[config.mk]
export PLATFORM = sky130hd
export DESIGN_NAME = accel_config_registers
export DESIGN_NICKNAME = d
export VERILOG_FILES = /design/src/logic/accel_cfg_pkg.sv /design/src/logic/reset_sequence_detect.sv /design/src/logic/selftest_blank_timer.sv /design/src/logic/accel_config_registers.sv
export VERILOG_INCLUDE_DIRS = /design/src /design/src/logic
export SDC_FILE = /design/constraint.sdc
export NUM_CORES = 1
export LEC_CHECK = 0
export ABC_AREA = 1
export ABC_CLOCK_PERIOD_IN_PS = 3010
export BUFFER_PORTS_ARGS = -buffer_cell sky130_fd_sc_hd__buf_2
export CAP_MARGIN = 20
export CORE_MARGIN = 4
export CORE_UTILIZATION = 45
export DETAILED_ROUTE_END_ITERATION = 7
export PLACE_DENSITY = 0.72
export SYNTH_ARGS = -nofsm -noshare
export SYNTH_HDL_FRONTEND = slang
export SYNTH_SLANG_ARGS = --single-unit
[constraint.sdc]
create_clock -name i_core_clk -period 3.01 [get_ports i_core_clk]
set_input_delay 0 -clock i_core_clk [delete_from_list [all_inputs] [get_ports i_core_clk]]
set_output_delay 0 -clock i_core_clk [all_outputs]
set_load 0.02 [all_outputs]
[src/logic/accel_cfg_params.svh]
/*
 Constants of the accelerometer configuration register block: register
 addresses, field positions, reset values, codes and timing figures.
 Assumes it is included by bare name before the package and the modules.
*/
`ifndef ACCEL_CFG_PARAMS_SVH
`define ACCEL_CFG_PARAMS_SVH

`define ACFG_ADDR_DEVICE_CONTROL 8'h0a
`define ACFG_ADDR_DEVICE_CONFIG  8'h0b
`define ACFG_ADDR_AXIS_CONFIG    8'h0c

`define ACFG_RST_DEVICE_CONTROL  8'h00
`define ACFG_RST_DEVICE_CONFIG   8'h00
`define ACFG_RST_AXIS_CONFIG     8'h00

`define ACFG_CTL_RES_HI_BIT      7
`define ACFG_CTL_RES_LO_BIT      6
`define ACFG_CTL_PHASE_MSB       5
`define ACFG_CTL_PHASE_LSB       4
`define ACFG_CTL_PHASE_CFG_BIT   3
`define ACFG_CTL_RSV_MSB         2

`define ACFG_CFG_RAW_BIT         7
`define ACFG_CFG_LOCK_BIT        5
`define ACFG_CFG_UNSIGNED_BIT    4
`define ACFG_CFG_OFFSET_MONITOR_ENABLE_BIT       3
`define ACFG_CFG_ARM_MSB         2

`define ACFG_AX_SELFTEST_BIT     7
`define ACFG_AX_FILTER_MSB       3

`define ACFG_RES_STEP1           2'h0
`define ACFG_RES_STEP2           2'h3
`define ACFG_RES_STEP3           2'h1
`define ACFG_PHASE_NORMAL        2'h3

`define ACFG_ZERO_G_UNSIGNED     10'h200
`define ACFG_ZERO_G_SIGNED       10'h000
`define ACFG_SAMPLE_SHORT_US     5'h08
`define ACFG_SAMPLE_LONG_US      5'h10

`define ACFG_CLK_MHZ             50
`define ACFG_ST_BLANK_TIME_US    16

`endif

[src/logic/accel_cfg_pkg.sv]
/*
 Types of the accelerometer configuration register block.
 Assumes accel_cfg_params.svh supplies the constants.
*/
`default_nettype none
package accel_cfg_pkg;

	typedef enum logic [2:0]
	{
		ARM_OFF    = 3'b000,
		ARM_PCM    = 3'b001,
		ARM_AVG    = 3'b010,
		ARM_COUNT  = 3'b100,
		ARM_UNFILT = 3'b110
	} arm_mode_t;

	typedef enum logic [1:0]
	{
		RSQ_IDLE  = 2'b00,
		RSQ_GOT_1 = 2'b01,
		RSQ_GOT_2 = 2'b10
	} rst_step_t;

	typedef struct packed
	{
		logic       valid;
		logic       write;
		logic [7:0] addr;
		logic [7:0] wdata;
	} reg_cmd_t;

	typedef struct packed
	{
		logic       valid;
		logic [7:0] data;
	} reg_rsp_t;

	typedef struct packed
	{
		logic       valid;
		logic       long_period;
		logic       three_pole;
		logic [9:0] corner_hz;
	} filter_info_t;

	typedef struct packed
	{
		logic [7:0] dctl;
		logic [7:0] dcfg;
		logic [7:0] axis;
		reg_rsp_t   rsp;
		logic       st_prev;
		logic       dev_rst;
	} cfg_state_t;

endpackage
`default_nettype wire

[src/logic/reset_sequence_detect.sv]
/*
 Detects the three consecutive reset-control writes 00, 11, 01.
 Assumes one command per valid cycle; any other command breaks the run.
*/
`timescale 1ns/1ps
`default_nettype none
`include "accel_cfg_params.svh"

module reset_sequence_detect
(
	// Clock and reset
	input  wire logic       i_core_clk,
	input  wire logic       i_rst_n,
	input  wire logic       i_soft_rst,
	// Command view
	input  wire logic       i_cmd_valid,
	input  wire logic       i_ctl_write,
	input  wire logic [1:0] i_res_bits,
	// Result
	output logic            o_reset_pulse
);
	accel_cfg_pkg::rst_step_t step_r;
	accel_cfg_pkg::rst_step_t step_nxt;

	always_comb
	begin
		step_nxt = step_r;
		o_reset_pulse = 1'b0;
		if (i_cmd_valid)
		begin
			step_nxt = accel_cfg_pkg::RSQ_IDLE; // [RULE_23]
			if (i_ctl_write)
			begin
				case (step_r)
					accel_cfg_pkg::RSQ_GOT_1:
						if (i_res_bits == `ACFG_RES_STEP2)
							step_nxt = accel_cfg_pkg::RSQ_GOT_2;
					accel_cfg_pkg::RSQ_GOT_2:
						o_reset_pulse = (i_res_bits == `ACFG_RES_STEP3); // [RULE_23]
					default: ;
				endcase
				if (i_res_bits == `ACFG_RES_STEP1)
					step_nxt = accel_cfg_pkg::RSQ_GOT_1;
			end
		end
		if (i_soft_rst)
			step_nxt = accel_cfg_pkg::RSQ_IDLE;
	end

	always_ff @(posedge i_core_clk or negedge i_rst_n)
	begin
		if (!i_rst_n)
			step_r <= accel_cfg_pkg::RSQ_IDLE;
		else
			step_r <= step_nxt;
	end
endmodule
`default_nettype wire

[src/logic/selftest_blank_timer.sv]
/*
 Holds the offset monitor blanked for a fixed count after self test ends.
 Assumes a one-cycle start pulse; clear restarts from idle.
*/
`timescale 1ns/1ps
`default_nettype none

module selftest_blank_timer
#(
	parameter int CYCLES = 800
)
(
	// Clock and reset
	input  wire logic i_core_clk,
	input  wire logic i_rst_n,
	input  wire logic i_clear,
	// Control
	input  wire logic i_start,
	output logic      o_blanking
);
	localparam int W = $clog2(CYCLES + 1);

	logic [W-1:0] cnt_r;
	logic [W-1:0] cnt_nxt;

	always_comb
	begin
		cnt_nxt = cnt_r;
		if (cnt_r != '0)
			cnt_nxt = cnt_r - 1'b1;
		if (i_start)
			cnt_nxt = W'(CYCLES); // [RULE_18]
		if (i_clear)
			cnt_nxt = '0;
	end

	assign o_blanking = (cnt_r != '0);

	always_ff @(posedge i_core_clk or negedge i_rst_n)
	begin
		if (!i_rst_n)
			cnt_r <= '0;
		else
			cnt_r <= cnt_nxt;
	end
endmodule
`default_nettype wire

[src/logic/accel_config_registers.sv]
/*
 Configuration register logic of a single-axis accelerometer: device
 control, device configuration and axis configuration registers, the
 initialization lock and its side effects, self-test timing and the
 three-write reset sequence.
 Assumes serial framing is decoded outside into one command per cycle,
 synchronous to i_core_clk; the answer follows one cycle later.
*/
// What the document requires of this block and of its host
// [RULE_01] Device config register writable until the lock bit is set, then rejected.
// [RULE_02] Writable-register check enabled only when locked; covers both config registers.
// [RULE_03] Config bit 7 picks data: 0 offset-cancelled, 1 raw.
// [RULE_04] Offset-cancelled output forces the offset monitor on.
// [RULE_05] Host writes zero to config bit 6.
// [RULE_06] Once locked, only the device control register still takes writes; here locked control writes are dropped too, only the reset sequence sees them.
// [RULE_07] Lock bit stays set until a device reset.
// [RULE_08] Locking forces normal offset phase; stored phase bits stay unchanged.
// [RULE_09] Locking disables self test; stored enable bit keeps its value.
// [RULE_10] Locked writes keep self-test bit; answers show last written value.
// [RULE_11] Bit 4: 1 unsigned, zero at 512; 0 signed, zero at 0.
// [RULE_12] Bit 3 enables offset monitor, unless offset-cancelled output forces it.
// [RULE_13] Bits 2:0 choose arming pin mode and polarity.
// [RULE_14] Axis config register writable only before lock.
// [RULE_15] Self test runs only if enabled and not locked; reads positive.
// [RULE_16] Every internal reset clears the self-test enable.
// [RULE_17] Active self test suspends offset cancellation and monitor; status shows it.
// [RULE_18] Self test off: status clears at once; monitor blanked a fixed time.
// [RULE_19] Host writes zeros to axis config bits 6 to 4.
// [RULE_20] Filter codes 0-5 sample at 8 us, 8-13 at 16 us; others reserved.
// [RULE_21] Filter codes map to fixed corner frequencies and pole counts.
// [RULE_22] Host never writes a reserved filter code.
// [RULE_23] Writes 00, 11, 01 to reset bits in a row reset; a read aborts.
`timescale 1ns/1ps
`default_nettype none
`include "accel_cfg_params.svh"

module accel_config_registers
#(
	parameter int CLK_MHZ       = `ACFG_CLK_MHZ,
	parameter int BLANK_TIME_US = `ACFG_ST_BLANK_TIME_US
)
(
	// Clock and reset
	input  wire logic                    i_core_clk,
	input  wire logic                    i_rst_n,
	// Register command port
	input  wire accel_cfg_pkg::reg_cmd_t i_cmd,
	output accel_cfg_pkg::reg_rsp_t      o_rsp,
	// Data path configuration
	output logic                         o_raw_data_select,
	output logic                         o_unsigned_format_select,
	output logic [9:0]                   o_zero_g_level,
	output logic                         o_offset_monitor_enable,
	output logic                         o_offset_cancel_suspend,
	output logic [1:0]                   o_offset_phase,
	output logic                         o_offset_phase_hold,
	// Arming pin
	output accel_cfg_pkg::arm_mode_t     o_arm_mode,
	output logic                         o_arm_active_low,
	output logic                         o_arm_pin_enable,
	// Filter
	output logic [3:0]                   o_filter_select,
	output accel_cfg_pkg::filter_info_t  o_filter_info,
	output logic [4:0]                   o_sample_period_us,
	// Self test and status
	output logic                         o_self_test_active,
	output logic                         o_init_done_lock,
	// Writable register check
	output logic                         o_crc_enable,
	output logic [15:0]                  o_crc_data,
	// Device reset request
	output logic                         o_device_reset
);
	localparam int BLANK_CYCLES_RAW = BLANK_TIME_US * CLK_MHZ;
	localparam int BLANK_CYCLES     = (BLANK_CYCLES_RAW < 1) ? 1 : BLANK_CYCLES_RAW;

	accel_cfg_pkg::cfg_state_t st_r;
	accel_cfg_pkg::cfg_state_t st_nxt;

	logic       locked;
	logic       wr;
	logic       wr_ctl;
	logic       wr_cfg;
	logic       wr_axis;
	logic       seq_reset;
	logic       st_active;
	logic       st_falls;
	logic       blanking;
	logic [1:0] res_bits;
	logic [1:0] sel;

	// Filter code to corner, poles and sample period
	function automatic accel_cfg_pkg::filter_info_t filter_decode(input logic [3:0] code);
		accel_cfg_pkg::filter_info_t f;
		f = '0;
		f.valid = 1'b1;
		f.long_period = code[3]; // [RULE_20]
		case (code[2:0]) // [RULE_21]
			3'h0: f.corner_hz = code[3] ? 10'h032 : 10'h064;
			3'h1: f.corner_hz = code[3] ? 10'h096 : 10'h12c;
			3'h2: f.corner_hz = code[3] ? 10'h0c8 : 10'h190;
			3'h3: f.corner_hz = code[3] ? 10'h190 : 10'h320;
			3'h4: f.corner_hz = code[3] ? 10'h1f4 : 10'h3e8;
			3'h5:
			begin
				f.corner_hz = code[3] ? 10'h0c8 : 10'h190;
				f.three_pole = 1'b1;
			end
			default:
			begin
				// Reserved codes: flagged invalid, corner left at zero
				f.valid = 1'b0; // [RULE_20]
			end
		endcase
		return f;
	endfunction

	// Register picked by a command address: 1 control, 2 config, 3 axis, 0 none
	function automatic logic [1:0] reg_sel(input logic [7:0] addr);
		logic [1:0] s;
		s = 2'h0;
		if (addr == `ACFG_ADDR_DEVICE_CONTROL)
		begin
			s = 2'h1;
		end
		else if (addr == `ACFG_ADDR_DEVICE_CONFIG)
		begin
			s = 2'h2;
		end
		else if (addr == `ACFG_ADDR_AXIS_CONFIG)
		begin
			s = 2'h3;
		end
		return s;
	endfunction

	assign locked   = st_r.dcfg[`ACFG_CFG_LOCK_BIT];
	assign wr       = i_cmd.valid & i_cmd.write;
	assign sel      = reg_sel(i_cmd.addr);
	assign wr_ctl   = wr & (sel == 2'h1);
	assign wr_cfg   = wr & (sel == 2'h2);
	assign wr_axis  = wr & (sel == 2'h3);
	assign res_bits = {i_cmd.wdata[`ACFG_CTL_RES_HI_BIT], i_cmd.wdata[`ACFG_CTL_RES_LO_BIT]};

	// Any command other than the next expected control write breaks the run
	reset_sequence_detect u_rst_seq
	(
		.i_core_clk    (i_core_clk),
		.i_rst_n       (i_rst_n),
		.i_soft_rst    (1'b0),
		.i_cmd_valid   (i_cmd.valid),
		.i_ctl_write   (wr_ctl),
		.i_res_bits    (res_bits),
		.o_reset_pulse (seq_reset)
	);

	// Effective self test: stored enable gated by the lock
	assign st_active = st_r.axis[`ACFG_AX_SELFTEST_BIT] & ~locked; // [RULE_09] [RULE_15]
	assign st_falls  = st_r.st_prev & ~st_active;

	selftest_blank_timer
	#(
		.CYCLES (BLANK_CYCLES)
	)
	u_blank
	(
		.i_core_clk (i_core_clk),
		.i_rst_n    (i_rst_n),
		.i_clear    (st_r.dev_rst),
		.i_start    (st_falls),
		.o_blanking (blanking)
	);

	always_comb
	begin
		st_nxt = st_r;
		st_nxt.rsp.valid = i_cmd.valid;
		st_nxt.rsp.data = 8'h00;
		st_nxt.st_prev = st_active;
		st_nxt.dev_rst = seq_reset;

		// Answer shows contents before this command takes effect
		if (i_cmd.valid)
		begin
			if (sel == 2'h1)
			begin
				// Reset bits always read back as zero
				st_nxt.rsp.data = {2'b00, st_r.dctl[`ACFG_CTL_PHASE_MSB:0]}; // [RULE_23]
			end
			else if (sel == 2'h2)
			begin
				st_nxt.rsp.data = st_r.dcfg;
			end
			else if (sel == 2'h3)
			begin
				st_nxt.rsp.data = st_r.axis; // [RULE_10]
			end
		end

		// Control register: reset bits always taken, low bits only before lock
		if (wr_ctl && !locked) // [RULE_06] [RULE_08]
		begin
			st_nxt.dctl[`ACFG_CTL_PHASE_CFG_BIT] = i_cmd.wdata[`ACFG_CTL_PHASE_CFG_BIT];
			st_nxt.dctl[`ACFG_CTL_RSV_MSB:0] = i_cmd.wdata[`ACFG_CTL_RSV_MSB:0];
			if (i_cmd.wdata[`ACFG_CTL_PHASE_CFG_BIT])
			begin
				st_nxt.dctl[`ACFG_CTL_PHASE_MSB:`ACFG_CTL_PHASE_LSB] =
					i_cmd.wdata[`ACFG_CTL_PHASE_MSB:`ACFG_CTL_PHASE_LSB];
			end
		end

		// Lock can only be set here; once set, writes here are dropped
		if (wr_cfg && !locked) // [RULE_01] [RULE_07]
		begin
			st_nxt.dcfg = i_cmd.wdata;
		end

		if (wr_axis && !locked) // [RULE_14] [RULE_10]
		begin
			st_nxt.axis = i_cmd.wdata;
		end

		// Internal reset from the write sequence: back to reset values
		if (seq_reset) // [RULE_07] [RULE_16]
		begin
			st_nxt.dctl = `ACFG_RST_DEVICE_CONTROL;
			st_nxt.dcfg = `ACFG_RST_DEVICE_CONFIG;
			st_nxt.axis = `ACFG_RST_AXIS_CONFIG;
			st_nxt.st_prev = 1'b0;
		end
	end

	always_ff @(posedge i_core_clk or negedge i_rst_n)
	begin
		if (!i_rst_n)
		begin
			st_r.dctl <= `ACFG_RST_DEVICE_CONTROL;
			st_r.dcfg <= `ACFG_RST_DEVICE_CONFIG;
			st_r.axis <= `ACFG_RST_AXIS_CONFIG; // [RULE_16]
			st_r.rsp <= '0;
			st_r.st_prev <= 1'b0;
			st_r.dev_rst <= 1'b0;
		end
		else
		begin
			st_r <= st_nxt;
		end
	end

	assign o_rsp          = st_r.rsp;
	assign o_device_reset = st_r.dev_rst; // [RULE_23]

	// Data format
	assign o_raw_data_select        = st_r.dcfg[`ACFG_CFG_RAW_BIT]; // [RULE_03]
	assign o_unsigned_format_select = st_r.dcfg[`ACFG_CFG_UNSIGNED_BIT];
	assign o_zero_g_level = o_unsigned_format_select ?
		`ACFG_ZERO_G_UNSIGNED : `ACFG_ZERO_G_SIGNED; // [RULE_11]

	// Monitor: forced on for cancelled data, off during and after self test
	always_comb
	begin
		o_offset_monitor_enable =
			~st_r.dcfg[`ACFG_CFG_RAW_BIT] | st_r.dcfg[`ACFG_CFG_OFFSET_MONITOR_ENABLE_BIT]; // [RULE_04] [RULE_12]
		// Cycle right after the drop comes before the timer has loaded
		if (st_active || st_r.st_prev || blanking)
		begin
			o_offset_monitor_enable = 1'b0; // [RULE_17] [RULE_18]
		end
	end
	assign o_offset_cancel_suspend = st_active; // [RULE_17]
	assign o_self_test_active      = st_active; // [RULE_17] [RULE_18]

	// Phase: normal once locked, stored bits themselves untouched
	assign o_offset_phase = locked ? `ACFG_PHASE_NORMAL
		: st_r.dctl[`ACFG_CTL_PHASE_MSB:`ACFG_CTL_PHASE_LSB]; // [RULE_08]
	assign o_offset_phase_hold = st_r.dctl[`ACFG_CTL_PHASE_CFG_BIT] & ~locked; // [RULE_08]

	// Arming pin decode; bit 0 is polarity for the three threshold modes
	always_comb
	begin
		o_arm_active_low = 1'b0;
		case (st_r.dcfg[`ACFG_CFG_ARM_MSB:1]) // [RULE_13]
			2'h0:
			begin
				o_arm_mode = st_r.dcfg[0] ? accel_cfg_pkg::ARM_PCM : accel_cfg_pkg::ARM_OFF;
			end
			2'h1:
			begin
				o_arm_mode = accel_cfg_pkg::ARM_AVG;
				o_arm_active_low = st_r.dcfg[0];
			end
			2'h2:
			begin
				o_arm_mode = accel_cfg_pkg::ARM_COUNT;
				o_arm_active_low = st_r.dcfg[0];
			end
			default:
			begin
				o_arm_mode = accel_cfg_pkg::ARM_UNFILT;
				o_arm_active_low = st_r.dcfg[0];
			end
		endcase
	end
	// Mode 000 leaves the pin at high impedance
	assign o_arm_pin_enable = (o_arm_mode != accel_cfg_pkg::ARM_OFF); // [RULE_13]

	// Filter
	assign o_filter_select = st_r.axis[`ACFG_AX_FILTER_MSB:0];
	assign o_filter_info   = filter_decode(o_filter_select); // [RULE_21]
	assign o_sample_period_us = o_filter_select[3] ?
		`ACFG_SAMPLE_LONG_US : `ACFG_SAMPLE_SHORT_US; // [RULE_20]

	// Check runs only when locked, over both configuration registers
	assign o_init_done_lock = locked;
	assign o_crc_enable     = locked; // [RULE_02]
	assign o_crc_data       = {st_r.dcfg, st_r.axis}; // [RULE_02]
endmodule
`default_nettype wire

==> summary.txt <==
Flip-flop and latch area: 1130 sq um
Kind of path behind the tightest hold check: in -> reg
Worst Hold Depth: 3
Peak fanout along the critical path: 7
Area of the die: 7670 sq um
Register clock-pin slew on the reported worst setup and hold paths: 0.08 ns
Area of the multi-input gates: 1170 sq um
Mean area per synthesized cell: 7.54 sq um
Post-route setup slack: 1.03 ns
Max VDD drop: 0.245 mV
Sequential share of the synthesized area: 39.5%
Number of primary I/O pins: 93
Setup total negative slack: 0 ns
Wire length per cell after detailed routing: 13.5 um
GRT met3 Usage: 3.76%
Area share of the leading cell type in the synthesized netlist: 39.5%
DR vias/cell: 5.07
Initial cell density of the core: 47.3%
Element type at the critical path start: register
Kind of end point of the critical path: primary output
Pin count of the biggest net entering global routing: 46
Clock buffers created by TritonCTS: 5
Top area cells in the synthesized netlist: sky130_fd_sc_hd__dfrtp_1, sky130_fd_sc_hd__buf_4, sky130_fd_sc_hd__nand2_1, sky130_fd_sc_hd__nand3_1, sky130_fd_sc_hd__inv_1
# H-tree levels: 2
Total power per unit cell area: 438 nW/um^2
Grt peak-use layer: met2
Setup Crit Path Kind: reg -> out
Worst-case headroom to the max-slew limit: 60.5%
Required time worst endpoint: 3.01 ns
Die X-Extent: 87.6 um
Diodes inserted: 0
Hpwl dp: 5210 um
Max Clock Skew: 0.00561 ns
Y dimension of the die: 87.6 um
GRT Resource Usage Total: 18.3%
Layout cell share with drive strength beyond 1: 26.0%
Maximum capacitance violations: 0
Met2 Use GR: 30.6%
Floorplan row count: 28
Core ar.: 6030 sq um
RSZ-0062 raised after global routing: no
First-pass GRT wire length: 11000 um
Pre-CTS WS: 1.12 ns
Global Route met1 Usage: 24.4%
Total Nets Final: 452
Post_cts resized: 0
Routability-driven placement congestion ratio: 0.837
Number of filler cells placed in the layout: 596
Final count of hold timing violations: 0
Clock tree from TritonCTS: built
Run status: complete, no violations
Number of storage elements in the synthesis netlist: 45
Cell count after synthesis: 378
Final cycle utilization of the critical path: 65.7%
Total Wirelength: 6830 um
Count of buffers inserted at the top-level ports: 79
Clock latency reported for the late side of the worst-skew pair: 0.29 ns
Total setup buffers inserted after CTS: 0
DRC errors left: 0
Cell chosen for the clock root: sky130_fd_sc_hd__clkbuf_8
Syn Std Cell Area: 2850 sq um
DR vias: 2563
Via count of the first global-routing pass: 2363
Buffer depth of the longest clock path: 2
WP data arrival: 1.98 ns
Total clock sinks: 45
Synthesis-to-layout area growth: 11.3%
Worst Max-Slew Pin Slew: 0.592 ns
Total power: 1.39 mW
Final-report max-slew violation count: 0
Overflow left after global routing: 0
Iteration count of the initial detailed-routing pass: 4
Number of cell instances on the worst register-to-register path: 4
Total leakage power: 1.87 nW
Netlist cell types: 32
Final ANT Viol Nets: 0
Highest Clock Rate: 506 MHz
Initial antenna violation count: 0
Post-route minimum period: 1.98 ns
DRT iter0 DRCs: 216
Library cell occupying the most area in the post-synthesis netlist: sky130_fd_sc_hd__dfrtp_1
Synthesis warning total: 0
Final-report setup violation count: 0
## path summary, 6_finish.rpt
check                      slack, ns           startpoint                      end
min in group asynchronous       0.19              i_rst_n            o_crc_data[4]
max reg2reg                     1.30  u_rst_seq.step_r[0]            o_crc_data[8]
max                             1.03     u_blank.cnt_r[0]  o_offset_monitor_enable
min reg2reg                     0.48             st_r[28]                 st_r[28]
max in group asynchronous       2.31              i_rst_n      u_rst_seq.step_r[1]
min                             0.02             i_cmd[6]           o_crc_data[14]
## sequential cells by signal, indices dropped and copies added, names as in the netlist
| name | cells |
|---|---|
| u_blank.cnt_r | 10 |
| o_rsp | 9 |
| u_rst_seq.step_r | 2 |
| o_device_reset | 1 |
| st_r | 7 |
| o_crc_data | 16 |
## metrics by stage
stage / area (sq um) / util (%) / hold slack [ns] / cells
after floorplan: 2890 / - / -0.296 / 390
after detailed placement: 2990 / 49.5 / 0.225 / 490
final: 3170 / 52.6 / 0.0195 / 506
after CTS: 3150 / 52.3 / 0.00720 / 505
after global placement: 2990 / 49.5 / 0.215 / 490
after global routing: 3170 / 52.6 / 0.0143 / 506
## repair_timing
| action | in CTS | in global routing |
|---|---|---|
| hold endpoints to repair | 59 | 0 |
| hold buffers | 8 | 0 |
| endpoints found under the setup margin | 0 | 0 |
## power by group
| part | total [mW] | switching [mW] | leakage, nW | internal (mW) |
|---|---|---|---|---|
| clock network | 0.369 | 0.187 | 0.0443 | 0.182 |
| logic | 0.300 | 0.194 | 1.25 | 0.105 |
| registers | 0.719 | 0.0473 | 0.570 | 0.672 |
| total | 1.39 | 0.429 | 1.87 | 0.959 |
## worst max-delay path: stages (launching register included)
cell and delay (ns):
sky130_fd_sc_hd__dfrtp_1 0.36, sky130_fd_sc_hd__inv_1 0.11, sky130_fd_sc_hd__ha_1 0.26, sky130_fd_sc_hd__nand3_1 0.15, sky130_fd_sc_hd__nor2_2 0.17, sky130_fd_sc_hd__nand2_1 0.19, sky130_fd_sc_hd__nor3_1 0.24, sky130_fd_sc_hd__buf_2 0.21
## cell families after synthesis
family | share of synthesized area (%)
other | 0.132
DFF | 39.5
AOI/OAI and AO/OA | 5.71
adders and majority gates | 0.439
and+or+nand+nor | 33.2
buffers and inverters | 21.0
## cell type report
| class | instances | area share (%) |
|---|---|---|
| multi-input cells | 238 | 36.9 |
| inverters | 53 | 6.31 |
| flip-flops and latches | 45 | 35.5 |
| clock buffers | 7 | 2.72 |
| well taps | 75 | 2.96 |
| repair buffers | 88 | 15.6 |
## synthesized netlist by cell type
master                     instances
sky130_fd_sc_hd__ha_1              1
sky130_fd_sc_hd__nand3b_1          2
sky130_fd_sc_hd__nor3_1            6
sky130_fd_sc_hd__nand3_1          58
sky130_fd_sc_hd__or2_2             2
sky130_fd_sc_hd__nor2_2            2
sky130_fd_sc_hd__nand2_2           5
sky130_fd_sc_hd__nor2_1           23
sky130_fd_sc_hd__nand3_4           2
sky130_fd_sc_hd__a21oi_1          14
sky130_fd_sc_hd__nor2_4            3
sky130_fd_sc_hd__inv_1            46
sky130_fd_sc_hd__o22ai_1           1
sky130_fd_sc_hd__nor3_4            1
sky130_fd_sc_hd__o221ai_1          1
sky130_fd_sc_hd__conb_1            1
sky130_fd_sc_hd__buf_6             2
sky130_fd_sc_hd__buf_2             3
sky130_fd_sc_hd__inv_2             5
sky130_fd_sc_hd__o21ai_1           2
sky130_fd_sc_hd__nand4_1           5
sky130_fd_sc_hd__clkbuf_1          2
sky130_fd_sc_hd__o21ai_0          12
sky130_fd_sc_hd__buf_4            47
sky130_fd_sc_hd__nand3_2           2
sky130_fd_sc_hd__clkinv_2          1
sky130_fd_sc_hd__clkinv_1          1
sky130_fd_sc_hd__nand2_4           2
sky130_fd_sc_hd__nand2_1          79
sky130_fd_sc_hd__nand4_2           1
sky130_fd_sc_hd__dfrtp_1          45
sky130_fd_sc_hd__o211ai_1          1
## placed cells by master, fill, tap and decap left out, types with 5 or more instances in the layout
cell type,instances
sky130_fd_sc_hd__nand2_1,79
sky130_fd_sc_hd__dfrtp_1,45
sky130_fd_sc_hd__nand4_1,5
sky130_fd_sc_hd__clkbuf_8,6
sky130_fd_sc_hd__nor3_1,6
sky130_fd_sc_hd__a21oi_1,14
sky130_fd_sc_hd__inv_2,5
sky130_fd_sc_hd__o21ai_0,12
sky130_fd_sc_hd__dlygate4sd3_1,8
sky130_fd_sc_hd__inv_1,46
sky130_fd_sc_hd__nor2_1,23
sky130_fd_sc_hd__nand2_2,5
sky130_fd_sc_hd__conb_1,13
sky130_fd_sc_hd__nand3_1,58
sky130_fd_sc_hd__buf_2,79
## per-layer routing
metal	up-vias	share of wire, %
li1	1252	-
met1	1208	45
met2	94	47
met3	9	7.5
met4	0	1.0
met5	-	0
No activity file was read; power rests on OpenSTA's default activity.
